**src/hdl/sccp_pkg.sv**
```systemverilog
// constants, states and the command carrier of the serial command front end
// assumes one clock domain shared by the character source, interpreter and transmitter
package sccp_pkg;

  localparam logic [7:0] SCCP_ACK       = 8'h06;
  localparam logic [7:0] SCCP_NAK       = 8'h15;
  localparam logic [7:0] SCCP_CR        = 8'h0d;
  localparam logic [7:0] SCCP_LF        = 8'h0a;
  localparam logic [7:0] SCCP_BCAST     = 8'h2a;
  localparam logic [7:0] SCCP_CKS_TOP   = 8'h80;
  localparam logic [7:0] SCCP_SUM_RST   = 8'h00;
  localparam logic [6:0] SCCP_SUM7_OK   = 7'h00;
  localparam logic [7:0] SCCP_LOWER_A   = 8'h61;
  localparam logic [7:0] SCCP_LOWER_Z   = 8'h7a;
  localparam logic [7:0] SCCP_CASE_BIT  = 8'h20;
  localparam logic [7:0] SCCP_CH_P      = 8'h50;
  localparam logic [7:0] SCCP_CH_Y      = 8'h59;
  localparam logic [7:0] SCCP_CH_EQ     = 8'h3d;
  localparam logic [7:0] SCCP_CH_ZERO   = 8'h30;

  localparam int         SCCP_DEPTH     = 16;
  localparam int         SCCP_LEN_W     = 5;
  localparam logic [SCCP_LEN_W-1:0] SCCP_LEN_FULL = 5'h10;
  localparam logic [SCCP_LEN_W-1:0] SCCP_LEN_ZERO = 5'h00;
  localparam logic [SCCP_LEN_W-1:0] SCCP_LEN_ONE  = 5'h01;
  localparam logic [SCCP_LEN_W-1:0] SCCP_LEN_PYOFF = 5'h04;

  typedef struct packed {
    logic                              broadcast;
    logic [SCCP_LEN_W-1:0]             len;
    logic [SCCP_DEPTH-1:0][7:0]        text;
  } sccp_cmd_t;

  typedef enum logic [2:0] {
    RX_START = 3'b001,
    RX_BODY  = 3'b010,
    RX_SPARE = 3'b100
  } sccp_rx_state_t;

  typedef enum logic [4:0] {
    TX_IDLE = 5'b00001,
    TX_RESP = 5'b00010,
    TX_CKS  = 5'b00100,
    TX_CR   = 5'b01000,
    TX_LF   = 5'b10000
  } sccp_tx_state_t;

endpackage

```
**src/hdl/sccp_top.sv**
```systemverilog
// character front end: checksum check, party addressing, ack/nak and reply checksum
// assumes rx, response and tx streams come from logic on i_clock
`timescale 1ns/100ps
module sccp_top
  import sccp_pkg::*;
(
  input  wire logic              i_clock,
  input  wire logic              i_rst_b,
  input  wire logic              i_checksum_enable,
  input  wire logic [7:0]        i_unit_name,
  input  wire logic              i_rx_valid,
  input  wire logic [7:0]        i_rx_data,
  output logic                   o_rx_ready,
  output logic                   o_cmd_valid,
  output sccp_pkg::sccp_cmd_t    o_cmd,
  output logic                   o_cks_error,
  input  wire logic              i_resp_valid,
  input  wire logic [7:0]        i_resp_data,
  input  wire logic              i_resp_last,
  output logic                   o_resp_ready,
  output logic                   o_tx_valid,
  output logic [7:0]             o_tx_data,
  input  wire logic              i_tx_ready,
  output logic                   o_party_flag,
  output logic                   o_reply_allowed
);
  import sccp_pkg::*;

  function automatic logic [7:0] upcase(input logic [7:0] c);
    upcase = ((c >= SCCP_LOWER_A) && (c <= SCCP_LOWER_Z)) ? (c & ~SCCP_CASE_BIT) : c;
  endfunction

  function automatic logic is_party_off(input logic [SCCP_DEPTH-1:0][7:0] t,
                                        input logic [SCCP_LEN_W-1:0]     n);
    is_party_off = (n == SCCP_LEN_PYOFF) && (t[0] == SCCP_CH_P) && (t[1] == SCCP_CH_Y)
                   && (t[2] == SCCP_CH_EQ) && (t[3] == SCCP_CH_ZERO);
  endfunction

  sccp_rx_state_t             rx_state_r,  rx_state_nxt;
  sccp_tx_state_t             tx_state_r,  tx_state_nxt;
  logic [7:0]                 rx_sum_r,    rx_sum_nxt;
  logic [SCCP_LEN_W-1:0]      rx_len_r,    rx_len_nxt;
  logic [SCCP_DEPTH-1:0][7:0] rx_buf_r,    rx_buf_nxt;
  logic                       rx_ovf_r,    rx_ovf_nxt;
  logic                       addr_r,      addr_nxt;
  logic                       bcast_r,     bcast_nxt;
  logic                       party_r,     party_nxt;
  logic                       reply_ok_r,  reply_ok_nxt;
  logic                       pend_r,      pend_nxt;
  logic [7:0]                 pend_byte_r, pend_byte_nxt;
  logic [7:0]                 tx_sum_r,    tx_sum_nxt;
  logic                       tx_valid_r,  tx_valid_nxt;
  logic [7:0]                 tx_data_r,   tx_data_nxt;
  logic                       rx_ready_r,  rx_ready_nxt;
  logic                       resp_rdy_r,  resp_rdy_nxt;
  logic                       cmd_valid_r, cmd_valid_nxt;
  sccp_cmd_t                  cmd_r,       cmd_nxt;
  logic                       cks_err_r,   cks_err_nxt;

  logic                       rx_take;
  logic                       resp_take;
  logic                       tx_free;
  logic                       is_term;
  logic                       do_store;
  logic                       sum_ok;
  logic [7:0]                 rx_sum_new;
  logic [7:0]                 tx_sum_new;
  logic [SCCP_LEN_W-1:0]      body_len;

  always_comb
  begin
    rx_state_nxt  = rx_state_r;
    tx_state_nxt  = tx_state_r;
    rx_sum_nxt    = rx_sum_r;
    rx_len_nxt    = rx_len_r;
    rx_buf_nxt    = rx_buf_r;
    rx_ovf_nxt    = rx_ovf_r;
    addr_nxt      = addr_r;
    bcast_nxt     = bcast_r;
    party_nxt     = party_r;
    reply_ok_nxt  = reply_ok_r;
    pend_nxt      = pend_r;
    pend_byte_nxt = pend_byte_r;
    tx_sum_nxt    = tx_sum_r;
    tx_data_nxt   = tx_data_r;
    cmd_nxt       = cmd_r;
    cmd_valid_nxt = 1'b0;
    cks_err_nxt   = 1'b0;
    do_store      = 1'b0;
    rx_take       = i_rx_valid && rx_ready_r;
    resp_take     = i_resp_valid && resp_rdy_r;
    tx_free       = !tx_valid_r || i_tx_ready;
    tx_valid_nxt  = tx_valid_r && !i_tx_ready;
    rx_sum_new    = rx_sum_r + i_rx_data;
    tx_sum_new    = tx_sum_r + i_resp_data;
    is_term       = party_r ? (i_rx_data == SCCP_LF) : (i_rx_data == SCCP_CR);
    sum_ok        = !i_checksum_enable
                    || ((rx_sum_r[6:0] == SCCP_SUM7_OK) && (rx_len_r != SCCP_LEN_ZERO));
    body_len      = i_checksum_enable ? (rx_len_r - SCCP_LEN_ONE) : rx_len_r;

    // reply path: pending answer, then checksummed response bytes
    unique case (tx_state_r)
      TX_IDLE:
      begin
        tx_sum_nxt = SCCP_SUM_RST;
        if (resp_take)
        begin
          tx_sum_nxt = SCCP_SUM_RST + i_resp_data;
          if (reply_ok_r)
          begin
            tx_valid_nxt = 1'b1;
            tx_data_nxt  = i_resp_data;
          end
          tx_state_nxt = !i_resp_last ? TX_RESP
                         : (!reply_ok_r ? TX_IDLE : (i_checksum_enable ? TX_CKS : TX_CR));
        end
        else if (pend_r && tx_free)
        begin
          tx_valid_nxt = 1'b1;
          tx_data_nxt  = pend_byte_r;
          pend_nxt     = 1'b0;
          if (pend_byte_r == SCCP_CR)
            tx_state_nxt = TX_LF;
        end
      end
      TX_RESP:
      begin
        if (resp_take)
        begin
          tx_sum_nxt = tx_sum_new;
          if (reply_ok_r)
          begin
            tx_valid_nxt = 1'b1;
            tx_data_nxt  = i_resp_data;
          end
          if (i_resp_last)
            tx_state_nxt = !reply_ok_r ? TX_IDLE : (i_checksum_enable ? TX_CKS : TX_CR);
        end
      end
      TX_CKS:
      begin
        if (tx_free)
        begin
          tx_valid_nxt = 1'b1;
          tx_data_nxt  = ((~tx_sum_r) + 8'h01) | SCCP_CKS_TOP;
          tx_state_nxt = TX_CR;
        end
      end
      TX_CR:
      begin
        if (tx_free)
        begin
          tx_valid_nxt = 1'b1;
          tx_data_nxt  = SCCP_CR;
          tx_state_nxt = TX_LF;
        end
      end
      TX_LF:
      begin
        if (tx_free)
        begin
          tx_valid_nxt = 1'b1;
          tx_data_nxt  = SCCP_LF;
          tx_state_nxt = TX_IDLE;
        end
      end
      default:
      begin
        tx_state_nxt = TX_IDLE;
      end
    endcase

    // receive path: prefix, body capture, terminator decision
    if (rx_take)
    begin
      unique case (rx_state_r)
        RX_START:
        begin
          if (i_rx_data == SCCP_LF)
          begin
            party_nxt = 1'b1;
          end
          else if (!is_term)
          begin
            rx_sum_nxt   = rx_sum_new;
            rx_state_nxt = RX_BODY;
            if (party_r)
            begin
              addr_nxt  = (i_rx_data == i_unit_name);
              bcast_nxt = (i_rx_data == SCCP_BCAST);
            end
            else
            begin
              addr_nxt  = 1'b1;
              bcast_nxt = 1'b0;
              do_store  = 1'b1;
            end
          end
        end
        RX_BODY:
        begin
          if (is_term)
          begin
            rx_state_nxt = RX_START;
            rx_sum_nxt   = SCCP_SUM_RST;
            rx_len_nxt   = SCCP_LEN_ZERO;
            rx_ovf_nxt   = 1'b0;
            if (addr_r || bcast_r)
            begin
              if (!sum_ok || rx_ovf_r)
              begin
                cks_err_nxt = 1'b1;
                if (i_checksum_enable)
                begin
                  pend_nxt      = 1'b1;
                  pend_byte_nxt = SCCP_NAK;
                end
              end
              else
              begin
                cmd_valid_nxt     = 1'b1;
                cmd_nxt.text      = rx_buf_r;
                cmd_nxt.len       = body_len;
                cmd_nxt.broadcast = bcast_r;
                reply_ok_nxt      = !bcast_r;
                if (is_party_off(rx_buf_r, body_len))
                  party_nxt = 1'b0;
                pend_nxt      = 1'b1;
                pend_byte_nxt = i_checksum_enable ? SCCP_ACK : SCCP_CR;
              end
            end
          end
          else
          begin
            rx_sum_nxt = rx_sum_new;
            do_store   = 1'b1;
          end
        end
        default:
        begin
          rx_state_nxt = RX_START;
        end
      endcase
    end

    if (do_store)
    begin
      if (rx_len_r == SCCP_LEN_FULL)
        rx_ovf_nxt = 1'b1;
      else
      begin
        rx_buf_nxt[rx_len_r] = upcase(i_rx_data);
        rx_len_nxt           = rx_len_r + SCCP_LEN_ONE;
      end
    end

    rx_ready_nxt = (tx_state_nxt == TX_IDLE) && !pend_nxt;
    resp_rdy_nxt = ((tx_state_nxt == TX_RESP) || ((tx_state_nxt == TX_IDLE) && !pend_nxt))
                   && !tx_valid_nxt;
  end

  always_ff @(posedge i_clock or negedge i_rst_b)
  begin
    if (!i_rst_b)
    begin
      rx_state_r  <= RX_START;
      tx_state_r  <= TX_IDLE;
      rx_sum_r    <= SCCP_SUM_RST;
      rx_len_r    <= SCCP_LEN_ZERO;
      rx_buf_r    <= '0;
      rx_ovf_r    <= 1'b0;
      addr_r      <= 1'b0;
      bcast_r     <= 1'b0;
      party_r     <= 1'b0;
      reply_ok_r  <= 1'b1;
      pend_r      <= 1'b0;
      pend_byte_r <= SCCP_SUM_RST;
      tx_sum_r    <= SCCP_SUM_RST;
      tx_valid_r  <= 1'b0;
      tx_data_r   <= SCCP_SUM_RST;
      rx_ready_r  <= 1'b0;
      resp_rdy_r  <= 1'b0;
      cmd_valid_r <= 1'b0;
      cmd_r       <= '0;
      cks_err_r   <= 1'b0;
    end
    else
    begin
      rx_state_r  <= rx_state_nxt;
      tx_state_r  <= tx_state_nxt;
      rx_sum_r    <= rx_sum_nxt;
      rx_len_r    <= rx_len_nxt;
      rx_buf_r    <= rx_buf_nxt;
      rx_ovf_r    <= rx_ovf_nxt;
      addr_r      <= addr_nxt;
      bcast_r     <= bcast_nxt;
      party_r     <= party_nxt;
      reply_ok_r  <= reply_ok_nxt;
      pend_r      <= pend_nxt;
      pend_byte_r <= pend_byte_nxt;
      tx_sum_r    <= tx_sum_nxt;
      tx_valid_r  <= tx_valid_nxt;
      tx_data_r   <= tx_data_nxt;
      rx_ready_r  <= rx_ready_nxt;
      resp_rdy_r  <= resp_rdy_nxt;
      cmd_valid_r <= cmd_valid_nxt;
      cmd_r       <= cmd_nxt;
      cks_err_r   <= cks_err_nxt;
    end
  end

  assign o_rx_ready      = rx_ready_r;
  assign o_cmd_valid     = cmd_valid_r;
  assign o_cmd           = cmd_r;
  assign o_cks_error     = cks_err_r;
  assign o_resp_ready    = resp_rdy_r;
  assign o_tx_valid      = tx_valid_r;
  assign o_tx_data       = tx_data_r;
  assign o_party_flag    = party_r;
  assign o_reply_allowed = reply_ok_r;

endmodule

```
**config.mk**
```make
export PLATFORM = sky130hd
export DESIGN_NAME = sccp_top
export DESIGN_NICKNAME = d
export VERILOG_FILES = /design/src/hdl/sccp_pkg.sv /design/src/hdl/sccp_top.sv
export SDC_FILE = /design/constraint.sdc
export NUM_CORES = 1
export LEC_CHECK = 0
export BUFFER_PORTS_ARGS = -buffer_cell sky130_fd_sc_hd__buf_2
export CAP_MARGIN = 30
export CORE_ASPECT_RATIO = 0.7
export CORE_UTILIZATION = 35
export CTS_BUF_LIST = sky130_fd_sc_hd__clkbuf_16
export DETAILED_ROUTE_END_ITERATION = 8
export HOLD_SLACK_MARGIN = 0.1
export PLACE_DENSITY = 0.51
export SYNTH_ARGS = -nofsm -noshare
export SYNTH_HDL_FRONTEND = slang
export SYNTH_SLANG_ARGS = --single-unit
```
**constraint.sdc**
```tcl
create_clock -name i_clock -period 2.8 [get_ports i_clock]
set_input_delay 0.56 -clock i_clock [delete_from_list [all_inputs] [get_ports i_clock]]
set_output_delay 0.56 -clock i_clock [all_outputs]
set_load 0.01 [all_outputs]
```
== Word level (Yosys, flattened, before mapping) ==
Cells that the tools add are included.
Storage, ports and cells
  output and inout port bits: 149
  word-level logic and storage cells: 228
  flip-flop bits (word level): 318
  input port bits: 31
Operators by class
  add/sub/neg operators: 5
  bitwise operators: 5
  eq/ne operators: 33
  reduce and logical (&&, ||, !) cells: 40
  muxes and demuxes: 89
  magnitude comparators: 4
Operators by type and width (count)
  128-bit bitwise mux: 1
  8-bit two-way mux: 15
  5-bit two-way mux: 15
  1-bit two-way mux: 42
  8-bit one-hot mux with 5 select lines: 1
  8-bit demux with 4-bit select: 1
  8-bit one-hot mux with 2 select lines: 2
  5-bit one-hot mux with 5 select lines: 1
  8-bit by 4-bit equality test with 1-bit output (second input constant): 3
  8-bit by 6-bit equality test with 1-bit output (second input constant): 3
  2-bit inequality test (second input constant): 12
  8-bit adder: 2
  8-bit by 7-bit equality test with 1-bit output (second input constant): 2
  1-bit logical AND: 13
  4-bit two-way mux: 3
  4-bit AND reduction: 3
  5-bit by 1-bit equality test with 1-bit output (second input constant): 2
  5-bit by 2-bit equality test with 1-bit output (second input constant): 2
  5-bit by 3-bit equality test with 1-bit output (second input constant): 2
  5-bit equality test (second input constant): 2
  5-bit AND reduction: 2
  5-bit nonzero test: 2
  3-bit two-way mux: 3
  8-bit equality test: 1
  other kinds (25): 41

== Longest topological paths before layout ==
  depth in word-level cells: 16
  mapped depth: 10
  mapped depth without buffers: 8

== Worst setup path after synthesis ==
OpenSTA, ideal clock, no wires.
  path kind: input -> register
  start: input i_rx_data[3]
  end: register rx_buf_r[104] (netlist bit)
  data arrival time: 2.346 ns
  buffers on the path: 2
  setup slack: 0.329 ns
  library setup time: 0.125 ns
  data required time: 2.675 ns
  stages on the path: 7
  path through: buf_2 or4bb_1 o21ai_1 nand2_2 buf_2 nand3_2 mux2_2
Between the ends
  longest elaborated chain between the ends: 7
  elaborated cells on any way between the ends: 9
  classes of those cells: 2 x eq/ne; 6 x mux; 1 x reduce/logical
Ends and longest elaborated chain
  start: declaration: line sccp_top.sv:12  | input wire logic [7:0] i_rx_data,
  8-bit by 4-bit equality test with 1-bit output (on tied branches): line sccp_top.sv:96, sccp_top.sv:179
  1-bit two-way mux: line sccp_top.sv:96  | is_term = party_r ? (i_rx_data == SCCP_LF) : (i_rx_data == SCCP_CR);
  1-bit two-way mux: line sccp_top.sv:183  | else if (!is_term)
  1-bit two-way mux: line sccp_top.sv:179  | if (i_rx_data == SCCP_LF)
  1-bit one-hot mux with 2 select lines (*): line sccp_top.sv:176  | unique case (rx_state_r)
  1-bit two-way mux (*): line sccp_top.sv:174  | if (rx_take)
  2-bit AND reduction (no source line) (*)
  end signal: assignment: line sccp_top.sv:293  | rx_buf_r <= rx_buf_nxt;
  end: declaration: line sccp_top.sv:43  | logic [SCCP_DEPTH-1:0][7:0] rx_buf_r, rx_buf_nxt;
Mark *: on every way between the ends. The rest lies on a longest branch, timed or not.
A chain may end at the register's enable or synchronous reset.

== Final worst setup path ==
  start: register rx_len_r[0]
  end: register cmd_r, in the netlist o_cmd[129]
Between the ends
  longest elaborated chain between the ends: 7
  elaborated cells on any way between the ends: 9
  classes of those cells: 1 x add/sub; 1 x mux; 1 x bitwise; 6 x reduce/logical
Ends and longest elaborated chain
  start: declaration: line sccp_top.sv:42  | logic [SCCP_LEN_W-1:0] rx_len_r, rx_len_nxt;
  start signal: assignment: line sccp_top.sv:292  | rx_len_r <= rx_len_nxt;
  5-bit nonzero test: line sccp_top.sv:98  | || ((rx_sum_r[6:0] == SCCP_SUM7_OK) && (rx_len_r != SCCP_LEN_ZERO));
  1-bit logical AND: line sccp_top.sv:98
  1-bit logical OR: line sccp_top.sv:98
  1-bit zero test: line sccp_top.sv:210  | if (!sum_ok || rx_ovf_r)
  1-bit logical OR: line sccp_top.sv:210
  1-bit NOT (no source line)
  5-bit AND reduction (no source line)
  end signal: assignment: line sccp_top.sv:307  | cmd_r <= cmd_nxt;
  end: declaration: line sccp_top.sv:57  | sccp_cmd_t cmd_r, cmd_nxt;
Several ways; a longest one is shown, not always the timed one.

==> qor.txt <==
crit-path max FO = 21
CTS tree = yes
pin count of the biggest net entering global routing = 64
share of layout cells above drive strength 1 = 43.5%
number of synthesized flops with an enable pin = 0
commonest cells in the netlist = dfrtp_1, mux2_2, nand2_1
global-route wire length before repair = 56400 um
Starting Density = 35.8%
CTS Buf Count = 34
Routed Antenna Nets = 0
MaxCap Viol Count = 0
DR vias = 9037
final wirelength = 36000 um
crit path kind = register to register
Worst Setup EP = o_cmd[129]$_DFFE_PN0P_
Cell Pwr Density = 814 nW/um^2
CORE AREA = 38700 um^2
clock sink count = 312
asr flop ratio synth = 100%
crit share post-route = 94.6%
largest stage delay on the critical path = 0.61 ns
Critical Path, Cell by Cell = inv_1 -> ha_1 -> nand2b_1 -> o311ai_0 -> a21o_1 -> nor2_4 -> buf_12 -> buf_4 -> mux2_1
Layout Skew = 0.0261 ns
Cell Area, Placed = 15600 um^2
Die Ht = 169 um
HP Start = i_resp_data[0]
Buf/Inv on CP = 3
post-DP HPWL = 25700 um
CP Capture Type = register
FMAX = 378 MHz
final setup fails = 0
CP delay by family, top = compound AO/OA/AOI/OAI gates
DRT iter0 DRCs = 444
Lkg Pwr = 8.69 nW
synthesized flop and latch total = 312
data required time at the worst endpoint = 3.18 ns
WP data arrival = 3.03 ns
clock transition at the registers of the reported paths = 0.06 ns
Avg Cell Area, Syn = 13.7 um^2
Synth top area share = 55.7%
Filler Cell Count = 3667
WL/cell = 20.2 um
Finished Cell Area = 16800 um^2
number of I/O port buffers = 179
CP max-delay cell = o311ai_0
status = complete, no violations
cell taking the most area after synthesis = dfrtp_1
R2R Setup Slk = 0.15 ns
post-cts sizing count = 0
setup tns final = 0 ns
Clock Tree Root = clkbuf_16
Vias/cell = 5.07
GP Congestion = 0.859
antenna violations before repair = 1
gr ovfl total = 0
diode count = 0
Most used DFF post-synth = dfrtp_1
Crit Reg-Reg Endpoint = o_cmd[129]$_DFFE_PN0P_
Slew @ Worst Pin = 0.783 ns
Worst setup SP type = register
number of global-route vias before repair = 9130
sequential share of the synthesized area = 56.2%
length in cells of the worst reg-to-reg path = 9
Hold Crit Class = primary input to register
RSZ-0062 raised after global routing = false
r2r startpoint = rx_len_r[0]$_DFF_PN0_
NumNets Final = 1284
Worst slew margin = 47.6%
crit path from = rx_len_r[0]$_DFF_PN0_
width of the chip = 240 um
# rows = 60
DRC = 0
critical path depth in cells = 9
top cells by area, synth = dfrtp_1, mux2_2, mux2_1, ha_1, buf_8
fin crit period = 2.65 ns
htree depth = 2
Post-Synthesis Cells = 1015
Hold Violations, Final = 0
total die area = 40500 um^2
Pins Over Slew Limit = 0
synth warn = 0
clock latency on the worst-skew pair = 0.53 ns
GRT Util Overall = 18.2%
CTS Buffer Depth = 3
post-synthesis cell type count = 83
Netlist Area Pre-Place = 13900 um^2
area growth from synthesis to layout = 20.6%
final hold slack = 0.328 ns
Pre-antenna DRT Iters = 5
top-count cell post-synth = dfrtp_1
Ports = 180
peak supply drop = 348 uV
syn_nets = 1069
[cells by family (layout without fill, tap and decap cells)]
kind of cell | after synthesis | count (layout) | share of synthesized area [%]
AO/OA/AOI/OAI | 120 | 120 | 6.21
XOR/XNOR | 25 | 25 | 1.58
adder cells (fa/ha/maj) | 23 | 23 | 2.18
buffers and inverters | 79 | 318 | 3.37
flip-flops | 312 | 312 | 56.2
multiplexers | 268 | 268 | 21.7
AND/OR/NAND/NOR | 188 | 188 | 8.75
[layout make-up]
type | instances | area (um^2) | area share [%]
well taps | 527 | 659 | 3.94
inverters | 29 | 109 | 0.650
flip-flops and latches | 312 | 7810 | 46.6
clock inverters | 25 | 240 | 1.43
multi-input cells | 624 | 5610 | 33.5
clock buffers | 35 | 876 | 5.23
repair buffers | 229 | 1450 | 8.63
[worst min-delay path by stage]
stage / depth (start not counted) / to / slack (ns)
floorplan: 0 / addr_r$_DFFE_PN0P_ / 0.26
global placement: 1 / o_cmd[130]$_DFFE_PN0P_ / 0.46
detailed placement: 1 / o_cmd[64]$_DFFE_PN0P_ / 0.47
CTS: 3 / tx_sum_r[0]$_DFFE_PN0P_ / 0.30
global route: 3 / tx_sum_r[0]$_DFFE_PN0P_ / 0.33
finish: 3 / tx_sum_r[0]$_DFFE_PN0P_ / 0.33
[power breakdown]
group | internal (W) | leakage, nW | switching [W]
Clock | 0.00273 | 0.581 | 0.00181
Combinational | 0.00147 | 3.88 | 0.00175
Sequential | 0.00526 | 4.23 | 0.000612
[metrics by stage]
stage | instances | power (W) | setup slack (ns) | utilization, %
3_5_place_dp | 1720 | 0.00917 | 0.113 | 40.3
5_1_grt | 1781 | 0.0144 | 0.0321 | 43.2
4_1_cts | 1781 | 0.0138 | 0.153 | 43.2
6_report | 1781 | 0.0136 | 0.152 | 43.2
2_1_floorplan | 1015 | 0.00804 | 0.329 | -
3_3_place_gp | 1720 | 0.00912 | 0.142 | 40.3
[metal layers]
layer	global-route usage, %	up-vias	routed length, um
met3	3.13	49	1580
met4	4.29	0	659
li1	-	4154	-
met2	26.3	196	15400
met1	28.0	4638	18400
met5	0	-	0
[worst register-to-register path: cells and delay by family (launching register included)]
family | cells | cell delay [ns]
compound gates | 2 | 0.92
buf+inv | 3 | 0.48
flops | 1 | 0.37
mux | 1 | 0.31
simple gates | 2 | 0.24
fa+ha+maj | 1 | 0.18
[registers in the layout, summed over array words and instances (netlist names), 2 cells and up]
| register | count |
|---|---|
| rx_state_r | 2 |
| o_cmd | 134 |
| rx_sum_r | 7 |
| tx_sum_r | 7 |
| rx_len_r | 5 |
| rx_buf_r | 128 |
| o_tx_data | 8 |
| tx_state_r | 5 |
| pend_byte_r | 5 |
[cells in the final DEF, fill, tap and decap left out, types with 5 or more instances in the layout]
master	netlist	layout
nand4_1	7	7
o211ai_1	7	7
buf_2	4	178
a21o_1	8	8
mux2_2	237	237
mux2_1	24	24
nor3b_1	6	6
buf_4	2	36
nor3_1	9	9
nand4_2	8	8
buf_12	0	13
and3_1	10	10
a21oi_1	18	17
nand3_1	15	15
nor2_1	22	22
nor2b_1	11	11
inv_1	29	36
dfrtp_1	309	309
nor4_1	9	9
mux2i_1	7	7
bufinv_16	0	5
clkinv_2	0	8
o31ai_1	5	5
xnor2_1	11	11
a22o_1	13	13
nand2_1	36	36
or3_1	6	6
o21ai_0	23	23
nand3_2	5	5
ha_1	21	21
and2_1	8	8
xor2_1	14	14
clkbuf_16	0	35
[what timing repair did]
action	4_1_cts	5_1_grt
hold buffers	1	0
endpoints found under the hold margin	53	0
buffers inserted	0	0
No activity file was read; power rests on OpenSTA's default activity.
